==> src/hw/ivp_regs.svh <==
// Purpose: constants for the interrupt vector priority block
// Assumes: vectors 0..16, word-addressed program space
// Notes:   offsets are in program words relative to the vector base
`ifndef IVP_REGS_SVH
`define IVP_REGS_SVH
`define IVP_NUM_VEC       17
`define IVP_VEC_W         5
`define IVP_LVL_W         2
`define IVP_ADDR_W        21
`define IVP_HANDLER_W     19
`define IVP_ENTRY_WORDS   2
`define IVP_VEC_FIRST_SRC 2
`define IVP_VEC_FIXED_END 5
`define IVP_VEC_PROG_LO   6
`define IVP_VEC_PROG_HI   10
`define IVP_VEC_SW2       11
`define IVP_VEC_SW1       12
`define IVP_VEC_SW0       13
`define IVP_VEC_RSVD      14
`define IVP_VEC_LVD       15
`define IVP_VEC_PLL       16
`define IVP_LVL_FIXED     2'h3
`define IVP_LVL_SW2       2'h2
`define IVP_LVL_SW1       2'h1
`define IVP_LVL_SW0       2'h0
`define IVP_LVL_PROG_MIN  2'h1
`define IVP_BASE_RESET    21'h000000
`endif
==> src/hw/ivp_pkg.sv <==
// Purpose: shared types for the interrupt vector priority block
// Assumes: constants come from ivp_regs.svh
// Notes:   none
`include "ivp_regs.svh"
package ivp_pkg;
  typedef logic [`IVP_VEC_W-1:0]  ivp_vec_t;
  typedef logic [`IVP_LVL_W-1:0]  ivp_lvl_t;
  typedef logic [`IVP_ADDR_W-1:0] ivp_addr_t;
  typedef enum logic [2:0]
  {
    IVP_IDLE  = 3'h1,
    IVP_OFFER = 3'h2,
    IVP_ACKED = 3'h4
  } ivp_state_t;
endpackage

==> src/hw/ivp_arbiter.sv <==
// Purpose: combinational winner search over pending sources
// Assumes: levels already resolved per vector
// Notes:   a linear scan; fine for 17 sources at 20 MHz
`include "ivp_regs.svh"
module ivp_arbiter
  import ivp_pkg::*;
#(
  parameter int NUM_VEC = `IVP_NUM_VEC
)
(
  // inputs
  input  wire logic [NUM_VEC-1:0]           pend_in,
  input  wire logic [NUM_VEC*`IVP_LVL_W-1:0] lvl_in,
  // result
  output logic                              hit_out,
  output ivp_vec_t                          vec_out,
  output ivp_lvl_t                          lvl_out
);
  always_comb
  begin
    hit_out = 1'b0;
    vec_out = '0;
    lvl_out = '0;
    // scan from the highest vector down so the lowest number wins ties
    for (int i = NUM_VEC - 1; i >= 0; i--)
    begin
      if (pend_in[i] &&
          (!hit_out || lvl_in[i*`IVP_LVL_W +: `IVP_LVL_W] >= lvl_out))
      begin
        hit_out = 1'b1;
        vec_out = i[`IVP_VEC_W-1:0];
        lvl_out = lvl_in[i*`IVP_LVL_W +: `IVP_LVL_W];
      end
    end
  end
endmodule

==> src/hw/ivp_ctrl.sv <==
// Purpose: priority resolution and vector entry addressing for the core
// Assumes: requests are synchronous levels held until acknowledged
// Notes:   level and base inputs are static configuration from the core
`include "ivp_regs.svh"
module ivp_ctrl
  import ivp_pkg::*;
(
  // clock and reset
  input  wire logic                   clk_sys_in,
  input  wire logic                   rst_b_in,
  input  wire logic                   clk_en_in,
  // configuration
  input  wire logic [`IVP_ADDR_W-1:0] vector_base_in,
  input  wire logic [`IVP_NUM_VEC*`IVP_LVL_W-1:0] prog_lvl_in,
  // sources and core reset causes
  input  wire logic [`IVP_NUM_VEC-1:0] req_in,
  input  wire logic                   chip_rst_req_in,
  input  wire logic                   wdog_rst_req_in,
  // core side
  input  wire logic                   ack_in,
  output logic                        irq_out,
  output logic [`IVP_VEC_W-1:0]       vec_out,
  output logic [`IVP_LVL_W-1:0]       lvl_out,
  output logic [`IVP_ADDR_W-1:0]      entry_addr_out,
  output logic                        ack_vec_out
);
  logic [`IVP_NUM_VEC-1:0]             src_mask;
  logic [`IVP_NUM_VEC-1:0]             pend;
  logic [`IVP_NUM_VEC*`IVP_LVL_W-1:0]  eff_lvl;
  logic                                hit;
  ivp_vec_t                            win_vec;
  ivp_lvl_t                            win_lvl;
  ivp_state_t                          state;
  ivp_state_t                          next_state;
  logic                                next_irq;
  ivp_vec_t                            next_vec;
  ivp_lvl_t                            next_lvl;
  ivp_addr_t                           next_addr;
  logic                                next_ack_vec;

  // per-vector level and legality
  for (genvar v = 0; v < `IVP_NUM_VEC; v++)
  begin : g_vec
    localparam logic FIXED = (v >= `IVP_VEC_FIRST_SRC) &&
                             (v <= `IVP_VEC_FIXED_END);
    localparam logic PROG  = ((v >= `IVP_VEC_PROG_LO) &&
                              (v <= `IVP_VEC_PROG_HI)) ||
                             (v == `IVP_VEC_LVD) || (v == `IVP_VEC_PLL);
    // reset overlays and the reserved slot never take part
    assign src_mask[v] = (v >= `IVP_VEC_FIRST_SRC) &&
                         (v != `IVP_VEC_RSVD);
    logic [`IVP_LVL_W-1:0] cfg;
    assign cfg = prog_lvl_in[v*`IVP_LVL_W +: `IVP_LVL_W];
    always_comb
    begin
      if (FIXED)
        eff_lvl[v*`IVP_LVL_W +: `IVP_LVL_W] = `IVP_LVL_FIXED;
      else if (PROG)
        // a level below one is clamped rather than silently disabling
        eff_lvl[v*`IVP_LVL_W +: `IVP_LVL_W] =
          (cfg < `IVP_LVL_PROG_MIN) ? `IVP_LVL_PROG_MIN : cfg;
      else if (v == `IVP_VEC_SW2)
        eff_lvl[v*`IVP_LVL_W +: `IVP_LVL_W] = `IVP_LVL_SW2;
      else if (v == `IVP_VEC_SW1)
        eff_lvl[v*`IVP_LVL_W +: `IVP_LVL_W] = `IVP_LVL_SW1;
      else
        eff_lvl[v*`IVP_LVL_W +: `IVP_LVL_W] = `IVP_LVL_SW0;
    end
  end

  assign pend = req_in & src_mask;

  ivp_arbiter #(
    .NUM_VEC (`IVP_NUM_VEC)
  ) u_arb (
    .pend_in (pend),
    .lvl_in  (eff_lvl),
    .hit_out (hit),
    .vec_out (win_vec),
    .lvl_out (win_lvl)
  );

  always_comb
  begin
    next_state   = state;
    next_irq     = irq_out;
    next_vec     = vec_out;
    next_lvl     = lvl_out;
    next_addr    = entry_addr_out;
    next_ack_vec = 1'b0;
    case (state)
      IVP_IDLE:
      begin
        if (chip_rst_req_in || wdog_rst_req_in)
        begin
          // reset causes fetch entries 0 and 1 and bypass arbitration
          next_vec  = wdog_rst_req_in && !chip_rst_req_in ?
                      `IVP_VEC_W'(1) : '0;
          next_lvl  = `IVP_LVL_FIXED;
          // sum is kept to the address width; the table wraps at the top
          next_addr = `IVP_ADDR_W'(vector_base_in +
                      (`IVP_ADDR_W'(next_vec) * `IVP_ENTRY_WORDS));
          next_irq  = 1'b1;
          next_state = IVP_OFFER;
        end
        else if (hit)
        begin
          next_vec  = win_vec;
          next_lvl  = win_lvl;
          // two words per entry gives offset = vector * 2
          next_addr = `IVP_ADDR_W'(vector_base_in +
                      (`IVP_ADDR_W'(win_vec) * `IVP_ENTRY_WORDS));
          next_irq  = 1'b1;
          next_state = IVP_OFFER;
        end
      end
      IVP_OFFER:
      begin
        // offer is held stable until the core takes it
        if (ack_in)
        begin
          next_irq     = 1'b0;
          next_ack_vec = 1'b1;
          next_state   = IVP_ACKED;
        end
      end
      IVP_ACKED:
      begin
        // one idle cycle lets the source drop its request
        next_state = IVP_IDLE;
      end
      default:
      begin
        next_state = IVP_IDLE;
        next_irq   = 1'b0;
      end
    endcase
  end

  always_ff @(posedge clk_sys_in or negedge rst_b_in)
  begin
    if (!rst_b_in)
    begin
      state          <= IVP_IDLE;
      irq_out        <= 1'b0;
      vec_out        <= '0;
      lvl_out        <= '0;
      entry_addr_out <= `IVP_BASE_RESET;
      ack_vec_out    <= 1'b0;
    end
    else if (clk_en_in)
    begin
      state          <= next_state;
      irq_out        <= next_irq;
      vec_out        <= next_vec;
      lvl_out        <= next_lvl;
      entry_addr_out <= next_addr;
      ack_vec_out    <= next_ack_vec;
    end
  end
endmodule

==> config.mk <==
export PLATFORM = sky130hd
export DESIGN_NAME = ivp_ctrl
export DESIGN_NICKNAME = d
export VERILOG_FILES = /design/src/hw/ivp_pkg.sv /design/src/hw/ivp_arbiter.sv /design/src/hw/ivp_ctrl.sv
export VERILOG_INCLUDE_DIRS = /design/src /design/src/hw
export SDC_FILE = /design/constraint.sdc
export NUM_CORES = 1
export LEC_CHECK = 0
export BUFFER_PORTS_ARGS = -buffer_cell sky130_fd_sc_hd__buf_2
export CAP_MARGIN = 20
export CORE_ASPECT_RATIO = 2
export CORE_MARGIN = 3
export CORE_UTILIZATION = 36
export DETAILED_ROUTE_END_ITERATION = 8
export MAX_ROUTING_LAYER = met4
export PLACE_DENSITY = 0.75
export SYNTH_ARGS = -nofsm -noshare
export SYNTH_HDL_FRONTEND = slang
export SYNTH_SLANG_ARGS = --single-unit
export TNS_END_PERCENT = 10
==> constraint.sdc <==
create_clock -name clk_sys_in -period 1.77 [get_ports clk_sys_in]
set_clock_uncertainty 0.1 [all_clocks]
set_input_delay 0.354 -clock clk_sys_in [delete_from_list [all_inputs] [get_ports clk_sys_in]]
set_output_delay 0.354 -clock clk_sys_in [all_outputs]
set_load 0.01 [all_outputs]
---- Yosys cells after proc, flatten, opt, wreduce, memory -nomap -nowiden ----
Index checks and enable logic that the tools add are counted.
cells by class
  $lt $le $gt $ge ......................... 20
  muxes and demuxes ....................... 66
  bitwise gates (word level) .............. 1
  equal/unequal tests ..................... 5
  reduce and logical (&&, ||, !) cells .... 46
  add/subtract/negate cells ............... 2
operator list
  kind                                                        count
  two-way mux 5 bit                                           16
  two-way mux 2 bit                                           23
  two-way mux 21 bit                                          2
  adder 21 x 2 -> 21 bit                                      1
  adder 21 x 6 -> 21 bit                                      1
  two-way mux 1 bit                                           20
  logical AND 1 bit                                           14
  logical NOT 1 bit                                           14
  logical OR 1 bit                                            14
  less-than comparator 2 x 1 -> 1 bit, second input constant  7
  >= comparator 2 bit                                         6
  >= comparator 2 bit, first input constant                   5
  two-way mux 3 bit                                           3
  one-hot mux 3 bit (2 select lines)                          1
  AND reduction 3 bit                                         2
  >= comparator 1 x 2 -> 1 bit, first input constant          2
  AND reduction 4 bit                                         1
  equality test 3 x 1 -> 1 bit, second input constant         1
  equality test 3 x 2 -> 1 bit, second input constant         1
  equality test 3 bit, second input constant                  1
  inequality test 3 bit, second input constant                1
  one-hot mux 1 bit (3 select lines)                          1
  inequality test 2 bit, second input constant                1
  nonzero test 2 bit                                          1
  NOT 1 bit                                                   1
storage, ports and cells
  logic and storage cells ................. 146
  register bits ........................... 33
  output and inout bits ................... 30
  bits of input ports ..................... 78

---- Depth between registers and ports, before layout ----
Gate-level depths: netlist (run 1).
  depth in word-level cells ............... 58
  depth in mapped cells ................... 46
  depth with buffers taken out ............ 46

---- By module ----
Synthesis (run 1) repeated with hierarchy kept, for this count alone.
second synthesis, totals
  cells, all modules ...................... 453
  area, all modules ....................... 3569.7 µm²
by module, submodules not included
  module       cells an instance  seq. area each (µm²)  area each (µm²)  instances
  ivp_ctrl     209                827.0                 1856.8           1
  ivp_arbiter  244                0.0                   1712.9           1

---- Worst setup path after synthesis (run 1) ----
Ideal clock, no wire load.
  kind .................................... input to register
  start point ............................. input prog_lvl_in[32]
  end point ............................... register entry_addr_out[20]
  setup time .............................. 0.069 ns
  cell stages on the path ................. 41
  setup slack ............................. -7.618 ns
  data required time ...................... 1.601 ns
  data arrival time ....................... 9.219 ns
  path through ............................ nand2b_1 -> and2_1 -> ha_1 -> nand2b_1 -> a22o_1 -> a211oi_1 -> ha_1 -> a221oi_1 -> nand2b_1 -> mux2_2 -> ha_1 -> nand2b_1 -> a21oi_1 -> a211o_1 -> a21bo_2 -> ha_1 -> nand2b_1 -> a21oi_1 -> [5 not listed] -> a21boi_1 -> mux2_1 -> a311oi_2 -> inv_1 -> ha_1 -> nand2b_1 -> a21oi_1 -> nand2_1 -> a21o_1 -> o21a_1 -> o31a_1 -> ha_1 -> a21o_1 -> a21oi_1 -> o21a_1 -> or3_1 -> or4_1 -> nand3_1
between the ends
  word-level cells in the longest chain between the ends .. 58
  elaborated cells on any way between the ends .. 97
  those cells by class .................... add/sub (1); order compare (14); mux (42); reduce/logical (40)
RTL lines
  element                                                                   line               text
  from (decl)                                                               ivp_ctrl.sv:14     input wire logic [`IVP_NUM_VEC*`IVP_LVL_W-1:0] prog_lvl_in,
  less-than comparator 2 x 1 -> 1 bit (no line)                             -
  two-way mux 2 bit *                                                       ivp_ctrl.sv:61     (cfg < `IVP_LVL_PROG_MIN) ? `IVP_LVL_PROG_MIN : cfg;
  two-way mux 2 bit *                                                       ivp_arbiter.sv:27  if (pend_in[i] &&
  >= comparator 2 bit                                                       ivp_arbiter.sv:28  (!hit_out || lvl_in[i*`IVP_LVL_W +: `IVP_LVL_W] >= lvl_out))
  logical OR 1 bit                                                          ivp_arbiter.sv:28
  logical AND 1 bit                                                         ivp_arbiter.sv:27
  two-way mux 2 bit / two-way mux 1 bit (equally long branches)             ivp_arbiter.sv:27
  >= comparator 1 x 2 -> 1 bit / logical NOT 1 bit (equally long branches)  ivp_arbiter.sv:28
  [42 not listed]                                                           -
  two-way mux 2 bit / two-way mux 1 bit (equally long branches)             ivp_arbiter.sv:27
  >= comparator 2 bit / logical NOT 1 bit (equally long branches)           ivp_arbiter.sv:28
  logical OR 1 bit                                                          ivp_arbiter.sv:28
  logical AND 1 bit                                                         ivp_arbiter.sv:27
  two-way mux 5 bit                                                         ivp_arbiter.sv:27
  adder 21 x 6 -> 21 bit                                                    ivp_ctrl.sv:111    next_addr = `IVP_ADDR_W'(vector_base_in +
  two-way mux 21 bit                                                        ivp_ctrl.sv:106    else if (hit)
  two-way mux 21 bit                                                        ivp_ctrl.sv:94     if (chip_rst_req_in || wdog_rst_req_in)
  to (signal assigned)                                                      ivp_ctrl.sv:148    entry_addr_out <= `IVP_BASE_RESET;
  to (signal assigned)                                                      ivp_ctrl.sv:157    entry_addr_out <= next_addr;
  to (decl)                                                                 ivp_ctrl.sv:24     output logic [`IVP_ADDR_W-1:0] entry_addr_out,
Every way passes the cells marked *; elsewhere a longest branch is shown, timed or not. The select of a mux whose other input is x is not followed.
A chain may end at the register's enable or synchronous reset.

---- Worst setup path after layout (run 1) ----
Ends and elaborated chain as after synthesis.

==> results of run 1 <==
repair_timing:
item	in CTS	in global routing
endpoints found under the setup margin	31	31
gates resized for setup	45	28
pin swaps	39	19
setup buffers	16	7
registers in the layout, indices dropped and copies added, names as in the netlist:
register        cells
entry_addr_out     21
vec_out             5
state               3
lvl_out             2
ack_vec_out         1
irq_out             1
per-stage QoR:
stage	TNS [ps]	instances
after floorplan	-162440	334
after global placement	-169400	603
after detailed placement	-175960	603
after CTS	-162710	627
after global routing	-174430	634
final	-165790	634
layout make-up:
class	instances	area, µm²	share of cell area, %
Timing Repair Buffer	215	1480	30.1
Clock buffer	5	125	2.55
Sequential cell	33	827	16.8
Inverter	19	71.3	1.45
Clock inverter	3	17.5	0.357
Multi-Input combinational cell	267	2280	46.3
Tap cell	92	115	2.34
cell families (layout without fill, tap and decap cells):
kind of cell / after synthesis / in the layout / synth area share (%)
multiplexers: 7 / 7 / 2.74
buffers and inverters: 34 / 242 / 5.08
AND/OR/NAND/NOR: 130 / 130 / 24.8
XOR/XNOR: 15 / 15 / 4.72
AO/OA/AOI/OAI: 97 / 97 / 24.6
adder cells (fa/ha/maj): 18 / 18 / 8.36
flip-flops: 33 / 33 / 29.7
critical path: cells and delay by family:
kind | cells | cell delay, ps
simple gates | 13 | 2410
mux | 3 | 850
buf+inv | 2 | 170
fa+ha+maj | 7 | 1690
compound gates | 18 | 3250
power breakdown:
| part | internal (mW) | switching [mW] |
|---|---|---|
| clock | 0.515 | 0.318 |
| combinational | 1.20 | 1.16 |
| sequential | 1.06 | 0.155 |
synthesized netlist by cell type (3+ instances only):
master	count
sky130_fd_sc_hd__nand2_1	44
sky130_fd_sc_hd__dfrtp_1	32
sky130_fd_sc_hd__o21ai_0	25
sky130_fd_sc_hd__inv_1	19
sky130_fd_sc_hd__ha_1	17
sky130_fd_sc_hd__nand2b_1	14
sky130_fd_sc_hd__nor2_1	14
sky130_fd_sc_hd__a21oi_1	13
sky130_fd_sc_hd__clkbuf_1	9
sky130_fd_sc_hd__nand3_1	9
sky130_fd_sc_hd__nor3_1	9
sky130_fd_sc_hd__nor2b_1	8
sky130_fd_sc_hd__xor2_1	8
sky130_fd_sc_hd__a211oi_1	7
sky130_fd_sc_hd__xnor2_1	7
sky130_fd_sc_hd__and3_1	5
sky130_fd_sc_hd__buf_2	5
sky130_fd_sc_hd__o2111ai_1	5
sky130_fd_sc_hd__o31ai_1	5
sky130_fd_sc_hd__a211o_1	4
sky130_fd_sc_hd__a21o_1	4
sky130_fd_sc_hd__a221oi_1	4
sky130_fd_sc_hd__and2_1	4
sky130_fd_sc_hd__o211ai_1	4
sky130_fd_sc_hd__mux2_1	3
sky130_fd_sc_hd__nand4_1	3
sky130_fd_sc_hd__nor3b_1	3
sky130_fd_sc_hd__o21a_1	3
sky130_fd_sc_hd__or3_1	3
layer usage:
metal	vias to the layer above	GRT usage [%]	share of wire, %
li1	1629	-	-
met1	1648	22.0	35
met2	123	43.1	55
met3	38	2.84	4.7
met4	0	14.5	5.0
met5	-	-	0
worst max path at each step:
| stage | from | to | slack [ps] | cells past startpoint |
|---|---|---|---|---|
| final | prog_lvl_in[32] | entry_addr_out[20] | -6820 | 43 |
| after global routing | prog_lvl_in[32] | entry_addr_out[20] | -7110 | 43 |
| after CTS | prog_lvl_in[32] | entry_addr_out[20] | -6660 | 43 |
| after detailed placement | prog_lvl_in[32] | entry_addr_out[20] | -7090 | 44 |
| after global placement | prog_lvl_in[32] | entry_addr_out[11] | -6840 | 44 |
| after floorplan | prog_lvl_in[32] | entry_addr_out[20] | -6830 | 42 |
==> out/qor.csv, run 1 <==
metric;value;unit
run status;finished with violations;
violated checks;hold timing, setup timing;
average routed wire per standard cell;15.8;µm
Worst Max-Slew Pin Slew;450;ps
worst hold margin;-11.2;ps
Syn-to-layout area delta;76.5;%
number of setup violations in the final report;31;
number of nets in the layout;637;
total I/O pin count;108;
weighted congestion reported at the end of routability-driven placement;0.910;
Top cell by count, worst path;sky130_fd_sc_hd__nand2b_4;
path type of the worst min-delay path;in -> async;
Final Hold Vio Count;12;
top cell type by total area after synthesis;sky130_fd_sc_hd__dfrtp_1;
CP max FO;4;
maximum vdd ir drop;0.000740;V
area share of the largest cell type after synthesis;28.8;%
Die Footprint;8880;µm²
final WL;10000;µm
critical path required time;1880;ps
Worst Setup Start Kind;input pin;
Mapped Area;2780;µm²
H-tree Lvls;2;
Final Util;66.6;%
min Tclk post-route;8590;ps
Final Worst Setup Slack;-6820;ps
setup repair after global routing missed its margin;yes;
Leak Pwr;2.35;nW
worst slew margin relative to its limit;70.0;%
cell row count;44;
root buffer selected by CTS;sky130_fd_sc_hd__clkbuf_16;
Worst R2R Start;state[0];
endpoint arrival time on the critical path;8700;ps
effective utilization at floorplan;37.7;%
wire length of the first global-routing pass;15500;µm
distinct cell type count after synthesis;63;
maximum number of buffers from clock root to sink;2;
Non-Filler Cell Area, Final;4910;µm²
nets in the synthesized netlist;430;
main area contributors after synthesis;sky130_fd_sc_hd__dfrtp_1 (29%), sky130_fd_sc_hd__ha_1 (7.6%), sky130_fd_sc_hd__nand2_1 (5.9%);
post-CTS clock slew at the launch and capture registers of the worst setup and hold paths;50;ps
vias per cell;5.42;
half-perimeter wire length after placement;7610;µm
average footprint of a synthesized cell;8.33;µm²
GR Overflow Total;0;
pin count of the biggest net entering global routing;41;
area of placed instances;4290;µm²
Cells after Synth;334;
commonest non-fill, non-tap cells in the layout;sky130_fd_sc_hd__buf_4 (121), sky130_fd_sc_hd__buf_2 (80), sky130_fd_sc_hd__nand2_1 (42), sky130_fd_sc_hd__dfrtp_1 (32), sky130_fd_sc_hd__inv_1 (19);
input/output buffers;84;
fill cell count;571;
share of synthesized area occupied by flip-flops and latches;29.7;%
number of antenna violations at the first check in global routing;0;
maximum achievable frequency;116;MHz
kind of end point of the critical path;flip-flop;
number of flops mapped to enable cells by yosys;0;
Core Footprint;7380;µm²
max-slew violation total from the final report;0;
width of the die;68.2;µm
die boundary height;130;µm
number of remaining DRC errors;0;
proportion of synthesized flip-flops having asynchronous set or reset;100;%
delay contributed by the slowest stage of the critical path;490;ps
worst-skew pair later-pin latency;280;ps
Reg2Reg Setup Slack;-270;ps
number of flip-flops and latches in the synthesized netlist;33;
number of global-route vias before repair;3571;
power density cells;898;nW/µm²
main flop type after synthesis;sky130_fd_sc_hd__dfrtp_1;
terminus of the critical flop-to-flop path;entry_addr_out[20];
startpoint-to-endpoint class of the critical path;in -> reg;
cts bufs inserted;5;
GRT Total Usage;23.5;%
sink count of the clock tree;33;
max capacitance violation total;0;
number of buffers inserted for hold repair after clock tree synthesis;0;
Period Utilization, post-route;485;%
number of nets with antenna violations after detailed routing;0;
total power of the final layout;4.41;mW
most common library cell in the layout ignoring fill and taps;sky130_fd_sc_hd__buf_4;
highest-delay cell along the critical path;sky130_fd_sc_hd__or4_1;
Starting DRT DRC Count;165;
count of vias placed by the detailed router;3438;
number of warnings printed during yosys synthesis;0;
number of cell instances on the worst register-to-register path;6;
TritonCTS clock tree;yes;
number of optimization iterations in the first detailed-route pass;4;
ant diodes;0;
Placement Setup Slack;-7090;ps
proportion of layout cells with a drive suffix above 1;55.9;%
Note: power is estimated with default switching activity, not from simulation.
==> inputs of run 2 (changes only) <==
--- a/config.mk
+++ b/config.mk
@@ -10,11 +10,12 @@
 export CAP_MARGIN = 20
 export CORE_ASPECT_RATIO = 2
 export CORE_MARGIN = 3
-export CORE_UTILIZATION = 36
+export CORE_UTILIZATION = 30
 export DETAILED_ROUTE_END_ITERATION = 8
 export MAX_ROUTING_LAYER = met4
-export PLACE_DENSITY = 0.75
+export PLACE_DENSITY = 0.64
 export SYNTH_ARGS = -nofsm -noshare
 export SYNTH_HDL_FRONTEND = slang
+export SYNTH_HIERARCHICAL = 1
 export SYNTH_SLANG_ARGS = --single-unit
 export TNS_END_PERCENT = 10
==> run 2 against run 1 <==
- the run ends with setup timing left
- sequential power barely moved
- routed wire length rose by 12%
- synthesized cell count is 36% higher
- first-iteration DRC count is 39% lower
- critical endpoint is now entry_addr_out[19]
- count of clock-buffer cells in the layout rose by 1
- sequential share of layout area fell by 2.9 points
- die area rose by 50%
==> out/qor.csv, run 2 <==
metric;value;unit
weighted congestion reported at the end of routability-driven placement;0.856;
share of synthesized area occupied by flip-flops and latches;23.2;%
power density cells;851;nW/µm²
endpoint arrival time on the critical path;11590;ps
width of the die;83.1;µm
most common library cell in the layout ignoring fill and taps;sky130_fd_sc_hd__buf_4;
Period Utilization, post-route;649;%
Largest regs;entry_addr_out (21), vec_out (5), state (3);
number of remaining DRC errors;0;
number of flip-flops under the largest register name;21;
count of vias placed by the detailed router;4182;
maximum achievable frequency;87.1;MHz
Syn-to-layout area delta;66.1;%
setup repair after global routing missed its margin;yes;
min Tclk post-route;11480;ps
Worst R2R Start;state[0];
Final Util;51.6;%
proportion of layout cells with a drive suffix above 1;44.3;%
Die Footprint;13300;µm²
Final Worst Setup Slack;-9710;ps
critical path required time;1880;ps
Leak Pwr;2.97;nW
number of cell instances on the worst register-to-register path;4;
worst-skew pair later-pin latency;280;ps
average footprint of a synthesized cell;7.88;µm²
Crit path buffers/inverters;2;
most common cell in the synthesized netlist;sky130_fd_sc_hd__nand2_1;
Core Footprint;11500;µm²
post-CTS clock slew at the launch and capture registers of the worst setup and hold paths;50;ps
number of flip-flops and latches in the synthesized netlist;33;
max capacitance violation total;0;
ant diodes;0;
effective utilization at floorplan;31.1;%
Post-Route Setup TNS;-250000;ps
Reg2Reg Setup Slack;-100;ps
sink count of the clock tree;33;
number of nets with antenna violations after detailed routing;0;
Final Hold Vio Count;0;
proportion of synthesized flip-flops having asynchronous set or reset;100;%
number of global-route vias before repair;4358;
Worst Setup Start Kind;input pin;
Min-Delay Startpoint;vector_base_in[0];
commonest non-fill, non-tap cells in the layout;sky130_fd_sc_hd__buf_4 (125), sky130_fd_sc_hd__buf_2 (83), sky130_fd_sc_hd__conb_1 (59), sky130_fd_sc_hd__nand2_1 (57), sky130_fd_sc_hd__dfrtp_1 (32);
total I/O pin count;108;
number of setup violations in the final report;31;
highest-delay cell along the critical path;sky130_fd_sc_hd__or3b_4;
top cell type by total area after synthesis;sky130_fd_sc_hd__dfrtp_1;
terminus of the critical flop-to-flop path;vec_out[3];
largest register by flop count;entry_addr_out;
main flop type after synthesis;sky130_fd_sc_hd__dfrtp_1;
number of antenna violations at the first check in global routing;0;
input/output buffers;84;
Mapped Area;3570;µm²
maximum vdd ir drop;0.000810;V
number of warnings printed during yosys synthesis;6;
max-slew violation total from the final report;0;
wire length of the first global-routing pass;18700;µm
number of optimization iterations in the first detailed-route pass;4;
hold-critical path depth;3;
Worst path depth;65;
violated checks;setup timing;
path type of the worst min-delay path;in -> reg;
top cell types by occurrence after synthesis;sky130_fd_sc_hd__nand2_1 (59), sky130_fd_sc_hd__o21ai_0 (42), sky130_fd_sc_hd__inv_1 (33);
fill cell count;1092;
die boundary height;160;µm
average routed wire per standard cell;13.0;µm
cts bufs inserted;5;
maximum number of buffers from clock root to sink;2;
vias per cell;4.85;
number of flops mapped to enable cells by yosys;0;
GR Overflow Total;0;
Starting DRT DRC Count;100;
area share of the largest cell type after synthesis;22.4;%
delay contributed by the slowest stage of the critical path;390;ps
GRT Total Usage;17.2;%
root buffer selected by CTS;sky130_fd_sc_hd__clkbuf_16;
pin count of the biggest net entering global routing;46;
hold worst-path end;entry_addr_out[0];
cell row count;55;
TritonCTS clock tree;yes;
final WL;11200;µm
startpoint-to-endpoint class of the critical path;in -> reg;
kind of end point of the critical path;flip-flop;
H-tree Lvls;2;
Cells after Synth;453;
CP delay by family, top;compound AO/OA/AOI/OAI gates;
distinct cell type count after synthesis;82;
main area contributors after synthesis;sky130_fd_sc_hd__dfrtp_1 (22%), sky130_fd_sc_hd__ha_1 (9.8%), sky130_fd_sc_hd__nand2_1 (6.2%);
CP max FO;7;
half-perimeter wire length after placement;9550;µm
number of nets in the layout;826;
run status;finished with violations;
==> run 2: cell count changes after synthesis, sizes merged, moves of 5 or more <==
| cell | previous run | this run |
|---|---|---|
| o21ai | 28 | 49 |
| and2 | 4 | 11 |
| xor2 | 8 | 15 |
| nor2 | 14 | 27 |
| nand2b | 14 | 25 |
| ha | 17 | 28 |
| inv | 19 | 34 |
| nand2 | 44 | 59 |
| xnor2 | 7 | 2 |
| nand3 | 9 | 20 |
| nor3 | 11 | 5 |
| a21oi | 14 | 22 |
==> run 2: cells by family (layout without fill, tap and decap cells) <==
family                     after synthesis  after routing  synth area share (%)
muxes                                    9              9                  2.77
other                                    2             59                 0.210
and+or+nand+nor                        177            177                  26.4
xor gates and xnor gates                17             17                  4.17
AOI/OAI and AO/OA                      140            140                  28.0
DFF                                     33             33                  23.2
buffers and inverters                   46            256                  4.94
adders and majority gates               29             29                  10.4
==> run 2: how the worst max path moves through the flow <==
stage	startpoint	endpoint	slack, ps
floorplan	prog_lvl_in[32]	entry_addr_out[19]	-9720
global placement	prog_lvl_in[32]	entry_addr_out[20]	-9890
detailed placement	prog_lvl_in[32]	entry_addr_out[18]	-10280
CTS	prog_lvl_in[32]	entry_addr_out[11]	-9830
global route	prog_lvl_in[32]	entry_addr_out[19]	-10200
finish	prog_lvl_in[32]	entry_addr_out[19]	-9710
==> run 2: cell type report <==
| cell class | count | area (µm²) | area share, % |
|---|---|---|---|
| clock buffers | 6 | 129 | 2.17 |
| multi-input cells | 431 | 3230 | 54.5 |
| inverters | 34 | 128 | 2.15 |
| flip-flops and latches | 33 | 827 | 14.0 |
| well taps | 142 | 178 | 3.00 |
| repair buffers | 214 | 1430 | 24.1 |
| clock inverters | 2 | 10.0 | 0.169 |
==> run 2: report_power, final <==
part / switching, mW / internal, mW
sequential: 0.155 / 1.08
clock: 0.322 / 0.516
combinational: 1.48 / 1.49
total: 1.96 / 3.09
==> run 2: what timing repair did <==
item,4_1_cts,5_1_grt
setup endpoints to repair,31,31
hold buffers,1,0
endpoints found under the hold margin,5,0
pin swaps,69,47
gates resized for setup,43,22
setup buffers,14,5
==> run 2: metrics by stage <==
stage	hold WS (ps)	power [mW]	std cells	area (µm²)	setup slack [ps]
floorplan	-41.6	2.79	510	3970	-9720
global placement	78.1	3.86	835	5370	-9890
detailed placement	83.9	3.95	835	5370	-10280
CTS	172	4.96	857	5780	-9830
global route	204	5.45	862	5930	-10200
finish	179	5.05	862	5930	-9710
==> run 2: worst reg2reg max path, delay by kind of cell, from the launching register on <==
kind | cells | cell delay [ps]
DFF | 1 | 530
muxes | 1 | 380
and+or+nand+nor | 3 | 730
==> run 2: per-layer routing <==
metal	global-route usage (%)	vias up	routed length, µm
met5	-	-	0
met4	6.92	0	369
met3	1.60	26	374
met2	35.9	112	6690
met1	15.0	1946	3810
li1	-	2098	-
